`config.mk`:
```
export PLATFORM = sky130hd
export DESIGN_NAME = updown_counter_stage_flat
export DESIGN_NICKNAME = d
export VERILOG_FILES = /design/src/pkg/counter_pkg.sv /design/src/pkg/counter_link_if.sv /design/src/hw/updown_counter_stage.sv /design/src/flat_wrapper.sv
export SDC_FILE = /design/constraint.sdc
export NUM_CORES = 1
export LEC_CHECK = 0
export ABC_AREA = 1
export CAP_MARGIN = 20
export CORE_ASPECT_RATIO = 0.6
export CORE_MARGIN = 4
export CORE_UTILIZATION = 30
export CTS_CLUSTER_DIAMETER = 30
export DETAILED_ROUTE_END_ITERATION = 6
export DONT_BUFFER_PORTS = 1
export GPL_TIMING_DRIVEN = 0
export HOLD_SLACK_MARGIN = 0.05
export SLEW_MARGIN = 15
export SYNTH_ARGS = -nofsm -noshare
export SYNTH_HDL_FRONTEND = slang
export SYNTH_SLANG_ARGS = --single-unit
```
`constraint.sdc`:
```
create_clock -name clk -period 1.9 [get_ports clk]
set_clock_uncertainty 0.05 [all_clocks]
set_input_delay 0.475 -clock clk [delete_from_list [all_inputs] [get_ports clk]]
set_output_delay 0.475 -clock clk [all_outputs]
set_load 0.02 [all_outputs]
```
`src/pkg/counter_pkg.sv`:
```
// Purpose : Shared constants and types for the reversible 4-bit counter stage
// Assumes : Both ends run on one clk; the counting clock is a divided level
// Notes   : Every count, width and reset value used by more than one file lives here
`default_nettype none

package counter_pkg;

  // ----------------------------------------------------------------
  // Count layout
  // ----------------------------------------------------------------
  localparam int          COUNT_W     = 4;
  localparam logic [3:0]  COUNT_TOP   = 4'hf;   // Terminal value counting up
  localparam logic [3:0]  COUNT_FLOOR = 4'h0;   // Terminal value counting down
  localparam logic [3:0]  COUNT_STEP  = 4'h1;
  localparam logic [3:0]  COUNT_RESET = 4'h0;

  // ----------------------------------------------------------------
  // Input sampling and timing
  // ----------------------------------------------------------------
  localparam int          SYNC_STAGES     = 3;      // Flops on the counting clock pin
  localparam logic [2:0]  SYNC_RESET      = 3'h7;   // Counting clock idles HIGH
  localparam logic [7:0]  CLK_HALF_CYCLES = 8'h08;  // clk cycles per half counting clock
  localparam logic [7:0]  PRESET_CYCLES   = 8'h03;  // clk cycles the preset strobe is held

  // ----------------------------------------------------------------
  // Operating modes of one stage
  // ----------------------------------------------------------------
  typedef enum logic [1:0] {
    MODE_HOLD   = 2'b00,
    MODE_UP     = 2'b01,
    MODE_DOWN   = 2'b10,
    MODE_PRESET = 2'b11
  } mode_t;

  // Control-end sequencer states
  typedef enum logic [1:0] {
    CTL_IDLE = 2'b00,
    CTL_LOAD = 2'b01
  } ctl_state_t;

endpackage

`default_nettype wire

```
`src/pkg/counter_link_if.sv`:
```
// Purpose : Pins between one counter stage and its control logic
// Assumes : All pins are single-driver, no two-way pins
// Notes   : countClock is made by the control end from clk
`timescale 1ns/100ps
`default_nettype none

interface counter_link_if;

  logic       countClock;        // Counting clock, rising edge counts
  logic       presetStrobeN;     // Preset strobe, active low
  logic [3:0] presetInputs;      // Preset value
  logic       countGateN;        // Count gate, active low
  logic       dirDown;           // Direction, HIGH counts down
  logic [3:0] countValue;        // Count outputs
  logic       terminalFlag;      // Terminal count
  logic       stageCarryPulseN;  // Ripple carry, active low

  modport device (
    input  countClock, presetStrobeN, presetInputs, countGateN, dirDown,
    output countValue, terminalFlag, stageCarryPulseN
  );

  modport control (
    output countClock, presetStrobeN, presetInputs, countGateN, dirDown,
    input  countValue, terminalFlag, stageCarryPulseN
  );

endinterface

`default_nettype wire

```
`src/hw/updown_counter_stage.sv`:
```
// Purpose : One reversible modulo-16 counter stage with preset, terminal flag
//           and ripple carry, driven from the link pins
// Assumes : countClock comes from another party and is sampled on clk;
//           gate and direction are stable around the detected rising edge
// Notes   : Preset is shown on the outputs combinationally and loaded into
//           the count register every clk cycle while held
//           A step lands four clk edges after the counting clock pin rises,
//           so each counting clock phase must last well beyond that
//           Gate and direction are read without sampling flops; the far
//           end changes them only while the counting clock is LOW
//           The terminal flag is a combinational decode; sample it as data
`timescale 1ns/100ps
`default_nettype none

module updown_counter_stage (
  input  wire logic                clk,
  input  wire logic                rst_n,
  counter_link_if.device           link,
  output var  logic                stepPulse,
  output var  logic                wrapPulse,
  output var  counter_pkg::mode_t  modeNow
);

  // ----------------------------------------------------------------
  // Decoding helpers
  // ----------------------------------------------------------------

  // Mode from the three control pins, preset first
  // HOLD is only the start value; every branch overwrites it, so an unknown gate or direction pin falls through to UP or DOWN
  function automatic counter_pkg::mode_t decodeMode(
    input logic presetN,
    input logic gateN,
    input logic down
  );
    counter_pkg::mode_t m;
    m = counter_pkg::MODE_HOLD;
    if (!presetN) begin
      m = counter_pkg::MODE_PRESET;
    end else if (gateN) begin
      m = counter_pkg::MODE_HOLD;
    end else if (down) begin
      m = counter_pkg::MODE_DOWN;
    end else begin
      m = counter_pkg::MODE_UP;
    end
    return m;
  endfunction

  // Terminal decode of a count for a given direction
  // Shared by the wrap pulse and the flag so the two never disagree
  function automatic logic isTerminal(
    input logic [3:0] value,
    input logic       down
  );
    logic hit;
    hit = down ? (value == counter_pkg::COUNT_FLOOR)
               : (value == counter_pkg::COUNT_TOP);
    return hit;
  endfunction

  // ----------------------------------------------------------------
  // Counting clock sampling
  // ----------------------------------------------------------------
  // Three-flop chain on the pin and the level it has settled on
  logic [2:0] clkSyncReg;
  logic [2:0] clkSyncNext;
  logic       clkLevelReg;
  logic       clkLevelNext;
  logic       clkRise;

  // Shift the pin through three flops; a level counts once stages two and three agree
  // Level starts HIGH, the pin's idle level, so reset makes no false rise
  // A glitch shorter than one clk never reaches two agreeing stages
  always_comb begin
    clkSyncNext  = {clkSyncReg[1:0], link.countClock};
    clkLevelNext = clkLevelReg;
    clkRise      = 1'b0;
    if (clkSyncReg[1] == clkSyncReg[2]) begin
      clkLevelNext = clkSyncReg[2];
      clkRise      = clkSyncReg[2] & ~clkLevelReg;
    end
  end

  // Register the sampler
  always_ff @(posedge clk) begin
    if (!rst_n) begin
      clkSyncReg  <= counter_pkg::SYNC_RESET;
      clkLevelReg <= 1'b1;
    end else begin
      clkSyncReg  <= clkSyncNext;
      clkLevelReg <= clkLevelNext;
    end
  end

  // ----------------------------------------------------------------
  // Count state
  // ----------------------------------------------------------------
  // Count register, event pulses, decoded mode and carry arming
  logic [3:0]          countReg;
  logic [3:0]          countNext;
  logic [3:0]          countShown;
  logic                stepReg;
  logic                stepNext;
  logic                wrapReg;
  logic                wrapNext;
  counter_pkg::mode_t  mode;
  logic                carryArmed;

  // Mode is decoded once and shared by steering and the user output
  assign mode = decodeMode(link.presetStrobeN, link.countGateN, link.dirDown);

  // Steering between preset, increment, decrement and hold
  // Preset reloads the register every clk while held, standing in for an
  // asynchronous load without an extra reset path into the flops
  always_comb begin
    countNext = countReg;
    stepNext  = 1'b0;
    wrapNext  = 1'b0;
    case (mode)
      counter_pkg::MODE_PRESET: begin
        countNext = link.presetInputs;
      end
      counter_pkg::MODE_UP: begin
        if (clkRise) begin
          countNext = countReg + counter_pkg::COUNT_STEP;
          stepNext  = 1'b1;
          wrapNext  = isTerminal(countReg, 1'b0);
        end
      end
      counter_pkg::MODE_DOWN: begin
        if (clkRise) begin
          countNext = countReg - counter_pkg::COUNT_STEP;
          stepNext  = 1'b1;
          wrapNext  = isTerminal(countReg, 1'b1);
        end
      end
      counter_pkg::MODE_HOLD: begin
        countNext = countReg;
      end
      default: begin
        countNext = countReg;
      end
    endcase
  end

  // Four state bits plus the event pulses
  always_ff @(posedge clk) begin
    if (!rst_n) begin
      countReg <= counter_pkg::COUNT_RESET;
      stepReg  <= 1'b0;
      wrapReg  <= 1'b0;
    end else begin
      countReg <= countNext;
      stepReg  <= stepNext;
      wrapReg  <= wrapNext;
    end
  end

  // ----------------------------------------------------------------
  // Link outputs
  // ----------------------------------------------------------------

  // Preset shows at once, without waiting for a clk edge
  assign countShown = link.presetStrobeN ? countReg : link.presetInputs;
  assign link.countValue = countShown;

  // Flag follows count and direction only, never the gate
  // It is decoded from the shown count, so a preset moves it at once
  assign link.terminalFlag = isTerminal(countShown, link.dirDown);

  // Carry is armed only while ungated, terminal and not presetting
  always_comb begin
    carryArmed = 1'b0;
    if (link.presetStrobeN && !link.countGateN && link.terminalFlag) begin
      carryArmed = 1'b1;
    end
  end

  // Carry pulses LOW through the sampled clock LOW phase; it returns HIGH
  // as soon as the sampled level rises, a few clk after the pin does
  assign link.stageCarryPulseN = ~(carryArmed & ~clkLevelReg);

  // ----------------------------------------------------------------
  // User side
  // ----------------------------------------------------------------
  // Pulses and mode for local logic; they are not part of the link
  assign stepPulse = stepReg;
  assign wrapPulse = wrapReg;
  assign modeNow   = mode;

endmodule

`default_nettype wire

```
`src/flat_wrapper.sv`:
```
// flat-port wrapper written by rule: the top's interface ports become plain ports
module updown_counter_stage_flat 
  (clk, rst_n, stepPulse, wrapPulse, modeNow, link_countClock, link_presetStrobeN, link_presetInputs, link_countGateN, link_dirDown, link_countValue, link_terminalFlag, link_stageCarryPulseN);
  counter_link_if link_i ();
  input  wire logic clk;
  input  wire logic rst_n;
  output var  logic stepPulse;
  output var  logic wrapPulse;
  output var  counter_pkg::mode_t modeNow;
  input wire logic [$bits(link_i.countClock)-1:0] link_countClock;
  input wire logic [$bits(link_i.presetStrobeN)-1:0] link_presetStrobeN;
  input wire logic [$bits(link_i.presetInputs)-1:0] link_presetInputs;
  input wire logic [$bits(link_i.countGateN)-1:0] link_countGateN;
  input wire logic [$bits(link_i.dirDown)-1:0] link_dirDown;
  output wire logic [$bits(link_i.countValue)-1:0] link_countValue;
  output wire logic [$bits(link_i.terminalFlag)-1:0] link_terminalFlag;
  output wire logic [$bits(link_i.stageCarryPulseN)-1:0] link_stageCarryPulseN;
  assign link_i.countClock = link_countClock;
  assign link_i.presetStrobeN = link_presetStrobeN;
  assign link_i.presetInputs = link_presetInputs;
  assign link_i.countGateN = link_countGateN;
  assign link_i.dirDown = link_dirDown;
  assign link_countValue = link_i.countValue;
  assign link_terminalFlag = link_i.terminalFlag;
  assign link_stageCarryPulseN = link_i.stageCarryPulseN;
  updown_counter_stage u_core (.clk(clk), .rst_n(rst_n), .link(link_i), .stepPulse(stepPulse), .wrapPulse(wrapPulse), .modeNow(modeNow));
endmodule
```
* Word-level counts from Yosys, hierarchy flattened
Cells that the tools add are included.
** Storage, ports and cells
- Bits in registers :: 10
- Input port bits :: 10
- Output and inout bits :: 10
- Word-level logic and storage cells :: 43
** Operators by class
- $add $sub $neg :: 2
- Equal/unequal tests :: 8
- Multiplexer cells :: 14
- Bitwise gates (word level) :: 5
- Reductions and logical operators :: 9
** Operators by type and width (count)
- 4-bit two-way mux :: 3
- 4-bit one-hot mux with 3 select lines :: 1
- 4-bit equality test (second input constant) :: 2
- 4-bit logical NOT :: 2
- 1-bit two-way mux :: 6
- 2-bit two-way mux :: 3
- 4-bit by 1-bit adder with 4-bit output (second input constant) :: 1
- 2-bit equality test (second input constant) :: 2
- 2-bit by 1-bit != test with 1-bit output (second input constant) :: 2
- 4-bit by 1-bit subtractor with 4-bit output (second input constant) :: 1
- 1-bit NOT :: 3
- 3-bit AND reduction :: 1
- 1-bit bitwise AND :: 2
- 2-bit by 1-bit equality test with 1-bit output (second input constant) :: 1
- 1-bit logical AND :: 2
- 2-bit logical NOT :: 1
- 1-bit one-hot mux with 2 select lines :: 1
- 2-bit AND reduction :: 1
- 2-bit OR reduction :: 1
- 1-bit equality test :: 1
- 1-bit logical NOT :: 1

* Longest topological paths before layout
Gate-level depths: netlist of run 1.
- Depth in word-level cells :: 7
- Mapped depth :: 13
- Depth with buffers taken out :: 13

* Worst setup path after synthesis of run 1
OpenSTA, ideal clock, no wires.
- Path type :: input to output
- From :: input link_presetInputs[2]
- To :: output link_stageCarryPulseN
- Arrival time :: 1847 ps
- Data required time :: 1375 ps
- Slack :: -472 ps
- Stages :: 5
- Buffers on the path :: 0
- Cells stage by stage :: inv_1 -> o21ai_0 -> nand4_1 -> o21ai_2 -> nand4_1
** On the way
- Word-level cells in the longest chain between the ends :: 7
- Elaborated cells on any way between the ends :: 8
- Classes of those cells :: eq/ne (1); mux (3); bitwise (2); reduce/logical (2)
** RTL lines
- from (decl) :: line flat_wrapper.sv:12 : input wire logic [$bits(link_i.presetInputs)-1:0] link_presetInputs;
- 4-bit two-way mux (*) :: line updown_counter_stage.sv:164 : assign countShown = link.presetStrobeN ? countReg : link.presetInputs;
- via link_countValue[2] :: line flat_wrapper.sv:15 : output wire logic [$bits(link_i.countValue)-1:0] link_countValue;
- 4-bit equality test / 4-bit logical NOT (equally long branches) :: line updown_counter_stage.sv:57, updown_counter_stage.sv:56
- 1-bit two-way mux (*) :: line updown_counter_stage.sv:56 : hit = down ? (value == counter_pkg::COUNT_FLOOR)
- via link_terminalFlag :: line flat_wrapper.sv:16 : output wire logic [$bits(link_i.terminalFlag)-1:0] link_terminalFlag;
- 1-bit logical AND (*) :: line updown_counter_stage.sv:174 : if (link.presetStrobeN && !link.countGateN && link.terminalFlag) begin
- 1-bit two-way mux (*) :: line updown_counter_stage.sv:174
- 1-bit bitwise AND (*) :: line updown_counter_stage.sv:181 : assign link.stageCarryPulseN = ~(carryArmed & ~clkLevelReg);
- 1-bit NOT (*) :: line updown_counter_stage.sv:181
- to (decl) :: line flat_wrapper.sv:17 : output wire logic [$bits(link_i.stageCarryPulseN)-1:0] link_stageCarryPulseN;
Mark *: on every way through the listed nets, which the timed path passes. The rest lies on a longest branch.

* Final worst setup path of run 1
- From :: register u_core.countReg[3]
- To :: output link_stageCarryPulseN
** On the way
- Word-level cells in the longest chain between the ends :: 7
- Elaborated cells on any way between the ends :: 8
- Classes of those cells :: eq/ne (1); mux (3); bitwise (2); reduce/logical (2)
** RTL lines
- from (decl) :: line updown_counter_stage.sv:99 : logic [3:0] countReg;
- from (signal assigned) :: line updown_counter_stage.sv:149 : countReg <= counter_pkg::COUNT_RESET;
- from (signal assigned) :: line updown_counter_stage.sv:153 : countReg <= countNext;
- 4-bit two-way mux (*) :: line updown_counter_stage.sv:164
- via link_countValue[3] :: line flat_wrapper.sv:15
- 4-bit equality test / 4-bit logical NOT (equally long branches) :: line updown_counter_stage.sv:57, updown_counter_stage.sv:56
- 1-bit two-way mux (*) :: line updown_counter_stage.sv:56
- via link_terminalFlag :: line flat_wrapper.sv:16
- 1-bit logical AND (*) :: line updown_counter_stage.sv:174
- 1-bit two-way mux (*) :: line updown_counter_stage.sv:174
- 1-bit bitwise AND (*) :: line updown_counter_stage.sv:181
- 1-bit NOT (*) :: line updown_counter_stage.sv:181
Marks and branches as above.

==> impl_metrics.json, run 1 <==
{
  "top_usage_layer": "met2",
  "wl_per_cell_um": 12.5,
  "post_dp_cell_area_um2": 768,
  "crit_required_ns": 1.37,
  "drv_slew": 0,
  "htreeDepth": 1,
  "start_util": 0.336,
  "violations": "negative setup slack",
  "seq_area_frac_synth": 0.305,
  "route.detailed.drc": 0,
  "rsz0062_at_grt": "yes",
  "fp.dieArea_um2": 3020,
  "antenna_found_initial": 0,
  "gr-total-overflow": 0,
  "cts_tree": "yes",
  "grt_pass1_wl_um": 2680,
  "hp-class": "primary input to flip-flop",
  "wirelength_um": 1590,
  "numCtsBuffers": 3,
  "syn2layout_area_growth_pct": 24.8,
  "fin_cells": 127,
  "ctsRootBufferMaster": "clkbuf_4",
  "grt_pass1_vias": 582,
  "drv_cap": 0,
  "path_clk_slew_ns": 0.06,
  "place_ws_ns": -0.279,
  "fin_util": 0.419,
  "chipWidth_um": 68.4,
  "io_buffers": 0,
  "hpwl_um": 1350,
  "drt_pass1_iterations": 4,
  "diodes": 0,
  "postCtsHoldBufs": 0,
  "cts_buffer_depth": 2,
  "postLayoutCellArea_um2": 818,
  "setup_viol": 2,
  "arrival_ns": 1.57,
  "drive_gt1_frac": 0.333,
  "p_leak_uw": 0.000350,
  "power_density_nw_per_um2": 695,
  "run_status": "finished with violations",
  "synth_nets": 109,
  "nets": 116,
  "hold_violations": 0,
  "syn_avg_cell_area_um2": 6.97,
  "drt-vias-per-instance": 4.89,
  "die_h_um": 44.2,
  "yosys.cell_types.count": 22,
  "criticalPathCategory": "flip-flop to output pin",
  "min_from": "link_countClock",
  "postSynthCellCount": 94,
  "drt_iter0_drc": 13,
  "critPathMaxFanout": 5,
  "grt_use_met1": 0.162,
  "rows": 12,
  "io_pins": 20,
  "end_kind": "output pin",
  "fin_ws_ns": -0.195,
  "reg2reg_from": "u_core.countReg[1]",
  "setup.worst_path.start": "u_core.countReg[3]",
  "critPathLaunchType": "flip-flop",
  "clock_latency_ns": 0.26,
  "synth-seq-cells": 10,
  "grt_max_degree": 9,
  "ant_nets": 0,
  "min_period_over_period": 1.10,
  "syn_area_um2": 656,
  "irDropWorstVdd_uv": 320,
  "ys_warn_count": 0,
  "min_period_ns": 2.09,
  "place.gp.congestion": 0.764,
  "coreArea_um2": 1950,
  "gr-usage-met3": 0.0660,
  "slew_headroom": 0.818,
  "tightest_slew_ns": 0.272,
  "dp_cells": 122,
  "cts_sinks": 10,
  "grt_use_met2": 0.174,
  "setup_tns_ns": -0.203,
  "num_vias": 621,
  "grt_usage": 0.122,
  "fmax_ghz": 0.477
}
path summary, 6_finish.rpt:
| kind | end | depth (start not counted) | slack [ns] |
|---|---|---|---|
| worst max-delay path | link_stageCarryPulseN | 5 | -0.19 |
| worst min-delay path | u_core.clkSyncReg[0] | 1 | 0.27 |
| worst max register to register | u_core.countReg[2] | 8 | 0.33 |
| worst min register to register | u_core.clkSyncReg[1] | 1 | 0.36 |
Yosys cell counts (all sizes together):
cell type  instances  area [um^2]
nand2             18         67.6
ha                 5         62.6
a21oi              9         60.1
a31oi              2         12.5
nand3              6         30.0
nor3               1         5.00
o21ai             10         57.6
or2                4         27.5
nor2               5         21.3
nor4               1         6.26
inv               18         67.6
nand4              2         12.5
xnor2              2         17.5
dfxtp             10          200
o21a               1         7.51
logic make-up after synthesis:
| logic type | count (synthesis) | synth area share |
|---|---|---|
| and+or+nand+nor | 37 | 0.260 |
| adders and majority gates | 5 | 0.0954 |
| AOI/OAI and AO/OA | 22 | 0.210 |
| xor gates and xnor gates | 2 | 0.0267 |
| DFF | 10 | 0.305 |
| buffers and inverters | 18 | 0.103 |
area by class of cell:
| class | count | area [um^2] |
|---|---|---|
| timing repair buffer | 2 | 15.0 |
| inverter | 18 | 95.1 |
| fill | 219 | 1130 |
| sequential | 10 | 213 |
| tap | 28 | 35.0 |
| clock buffer | 3 | 22.5 |
| multi-input combinational | 66 | 438 |
power breakdown:
part           total [uW]  switching, uW  internal [uW]
sequential            241           14.8            226
combinational         187            116           70.9
clock                 141           67.9           72.9
per-stage QoR:
| step | hold WS (ns) | power, uW |
|---|---|---|
| 2_1_floorplan | 0.343 | 387 |
| 3_3_place_gp | 0.346 | 416 |
| 3_5_place_dp | 0.350 | 422 |
| 4_1_cts | 0.262 | 573 |
| 5_1_grt | 0.253 | 609 |
| 6_report | 0.270 | 569 |
sequential cells by signal (all words and copies together), names as in the netlist:
signal and count:
u_core.wrapPulse 1, u_core.stepPulse 1, u_core.clkLevelReg 1, u_core.countReg 4, u_core.clkSyncReg 3
critical path, cell delays in order, from the launching register on:
cell and delay [ns]:
dfxtp_2 0.39, nand2_1 0.11, o21ai_4 0.12, nand4_1 0.18, o21ai_4 0.24, nand4_1 0.28
placed cells by master, fill, tap and decap left out:
cell / count
xnor2_1: 2
nor2_1: 4
nor2_2: 1
or2_2: 3
ha_1: 4
dfxtp_4: 3
nor4_1: 1
ha_2: 1
nand4_1: 2
a31oi_1: 2
nand2_2: 1
inv_2: 6
o21a_1: 1
a21oi_1: 5
dfxtp_1: 6
a21oi_2: 3
buf_4: 2
nand3_1: 6
inv_4: 1
inv_12: 2
inv_1: 9
or2_4: 1
a21oi_4: 1
dfxtp_2: 1
o21ai_0: 4
o21ai_4: 4
clkbuf_4: 3
nor3_1: 1
o21ai_1: 2
nand2_1: 17
timing repair:
action,in CTS,in global routing
setup buffers,2,0
gates resized for setup,7,1
pin swaps,5,0
endpoints found under the hold margin,0,0
setup endpoints to repair,3,3
routing by layer:
layer / vias up / share of wire
met5: - / 0
met4: 0 / 0
met3: 0 / 0.11
met2: 24 / 0.41
met1: 277 / 0.48
li1: 320 / -
Note: power is estimated with default switching activity, not from simulation.
==> inputs of run 2 (changes only) <==
ABC_AREA = unset   (was 1)
ABC_CLOCK_PERIOD_IN_PS = 1900   (was unset)
SKIP_LAST_GASP = 1   (was unset)
==> impl_metrics.json, run 2 <==
{
  "wirelength_um": 1440,
  "antenna_found_initial": 0,
  "yosys.cell_types.count": 33,
  "route.detailed.drc": 0,
  "min_period_ns": 2.45,
  "synth_common_cells": "dfxtp_1 (10), ha_1 (5), nand2_1 (5), nor2_1 (5)",
  "holdPathStages": 1,
  "criticalPathCategory": "primary input to output pin",
  "final_cell_mix": "dfxtp_1 (9), nor2_1 (5), nand2_1 (5), ha_1 (4)",
  "fmax_ghz": 0.409,
  "path_clk_slew_ns": 0.04,
  "power_density_nw_per_um2": 751,
  "r2r_cells": 6,
  "clock_latency_ns": 0.23,
  "postSynthCellCount": 75,
  "ant_nets": 0,
  "synth_nets": 90,
  "yosysMostFrequentCell": "dfxtp_1",
  "yosysTopAreaCell": "dfxtp_1",
  "finalPower_uw": 644,
  "wl_per_cell_um": 13.4,
  "num_vias": 548,
  "start_util": 0.338,
  "coreArea_um2": 1980,
  "run_status": "finished with violations",
  "grt_usage": 0.104,
  "chipWidth_um": 69.0,
  "numCtsBuffers": 3,
  "drive_gt1_frac": 0.288,
  "nets": 97,
  "synth_top_flop_cell": "dfxtp_1",
  "post_dp_cell_area_um2": 747,
  "ys_warn_count": 0,
  "setup_viol": 5,
  "cts_sinks": 10,
  "hp-class": "primary input to flip-flop",
  "drv_slew": 0,
  "tightest_slew_ns": 0.396,
  "cp_cell_sequence": "buf_12, mux2_4, or4_4, mux2i_4, nand3_4",
  "crit_slowest_cell": "or4_4",
  "diodes": 0,
  "hpwl_um": 1100,
  "drt-vias-per-instance": 5.07,
  "htreeDepth": 1,
  "syn_avg_cell_area_um2": 8.94,
  "cts_buffer_depth": 2,
  "syn2layout_area_growth_pct": 27.8,
  "syn_area_um2": 671,
  "io_pins": 20,
  "synth_top_cell_area_share": 0.299,
  "drt_iter0_drc": 10,
  "gr-total-overflow": 0,
  "synth-seq-cells": 10,
  "fin_util": 0.432,
  "regMostFlops": "u_core.countReg",
  "drv_cap": 0,
  "grt_max_degree": 11,
  "violations": "negative setup slack",
  "grt_pass1_vias": 509,
  "seq_area_frac_synth": 0.299,
  "postCtsHoldBufs": 0,
  "cts_tree": "yes",
  "arrival_ns": 1.92,
  "max_stage_delay_ns": 0.56,
  "setup_tns_ns": -1.09,
  "async_flop_share": 0,
  "reg.largest.list": "u_core.countReg: 4 flops, u_core.clkSyncReg: 3 flops",
  "end_kind": "output pin",
  "rsz0062_at_grt": "yes",
  "irDropWorstVdd_uv": 280,
  "largest_register_ff_count": 4,
  "critPathMaxFanout": 5,
  "fp.dieArea_um2": 3080,
  "min_period_over_period": 1.29,
  "grt_pass1_wl_um": 2550,
  "synth_area_leaders": "dfxtp_1 (30%), ha_1 (9.3%), mux2i_1 (6.0%)",
  "critPathLaunchType": "primary input",
  "synth-edff-count": 0,
  "hold_violations": 0,
  "rows": 12,
  "die_h_um": 44.6,
  "ctsRootBufferMaster": "clkbuf_8",
  "drt_pass1_iterations": 4,
  "fin_ws_ns": -0.547,
  "crit_required_ns": 1.37,
  "p_leak_uw": 0.000346,
  "layout.cells.most_common": "dfxtp_1",
  "postLayoutCellArea_um2": 857,
  "io_buffers": 0,
  "slew_headroom": 0.736,
  "place.gp.congestion": 0.688
}
-- run 2: cell type report --
cell class	count	area, um^2
sequential	10	201
clock buffer	3	41.3
fill	199	1120
buffer	2	23.8
timing repair buffer	3	26.3
tap	28	35.0
inverter	4	15.0
multi-input combinational	58	514
-- run 2: cell families (layout without fill, tap and decap cells) --
| kind of cell | Yosys count | in the layout | share of synthesized area |
|---|---|---|---|
| AOI/OAI and AO/OA | 17 | 17 | 0.175 |
| xor gates and xnor gates | 2 | 2 | 0.0261 |
| adders and majority gates | 5 | 5 | 0.0933 |
| buffers and inverters | 7 | 12 | 0.0504 |
| DFF | 10 | 10 | 0.299 |
| muxes | 8 | 8 | 0.138 |
| and+or+nand+nor | 26 | 26 | 0.218 |
-- run 2: worst paths after layout --
path	start	endpoint	slack [ns]
hold / removal	link_countClock	u_core.clkSyncReg[0]	0.30
hold reg to reg	u_core.clkSyncReg[0]	u_core.clkSyncReg[1]	0.35
setup / recovery	link_presetStrobeN	link_stageCarryPulseN	-0.55
setup reg to reg	u_core.countReg[1]	u_core.countReg[2]	0.46
-- run 2: critical path, delay by kind of cell --
| family | cells | cell delay (ns) |
|---|---|---|
| buffers and inverters | 1 | 0.11 |
| muxes | 2 | 0.63 |
| and+or+nand+nor | 2 | 0.71 |
-- run 2: repair_timing --
item,CTS,global route
pin swaps,4,0
setup endpoints to repair,7,7
endpoints found under the hold margin,0,0
setup buffers,3,0
gates resized for setup,12,1
-- run 2: report_power, final --
| part | internal, uW | leakage (uW) | switching (uW) |
|---|---|---|---|
| Clock | 138 | 0.0000216 | 71.4 |
| Combinational | 88.9 | 0.000242 | 98.4 |
| Sequential | 226 | 0.0000824 | 21.7 |
| Total | 452 | 0.000346 | 191 |
-- run 2: layer usage --
layer  GRT usage  vias up  wire length [um]
met2       0.140       13               574
met1       0.137      255               737
li1            -      278                 -
met3      0.0612        2               123
met5           0        -                 0
met4      0.0350        0                 8
-- run 2: metrics by stage --
stage,std cells,hold WS [ns],setup slack [ns]
finish,108,0.297,-0.547
global route,108,0.292,-0.587
CTS,109,0.296,-0.559
detailed placement,103,0.342,-0.703
global placement,103,0.344,-0.667
floorplan,75,0.336,-0.522
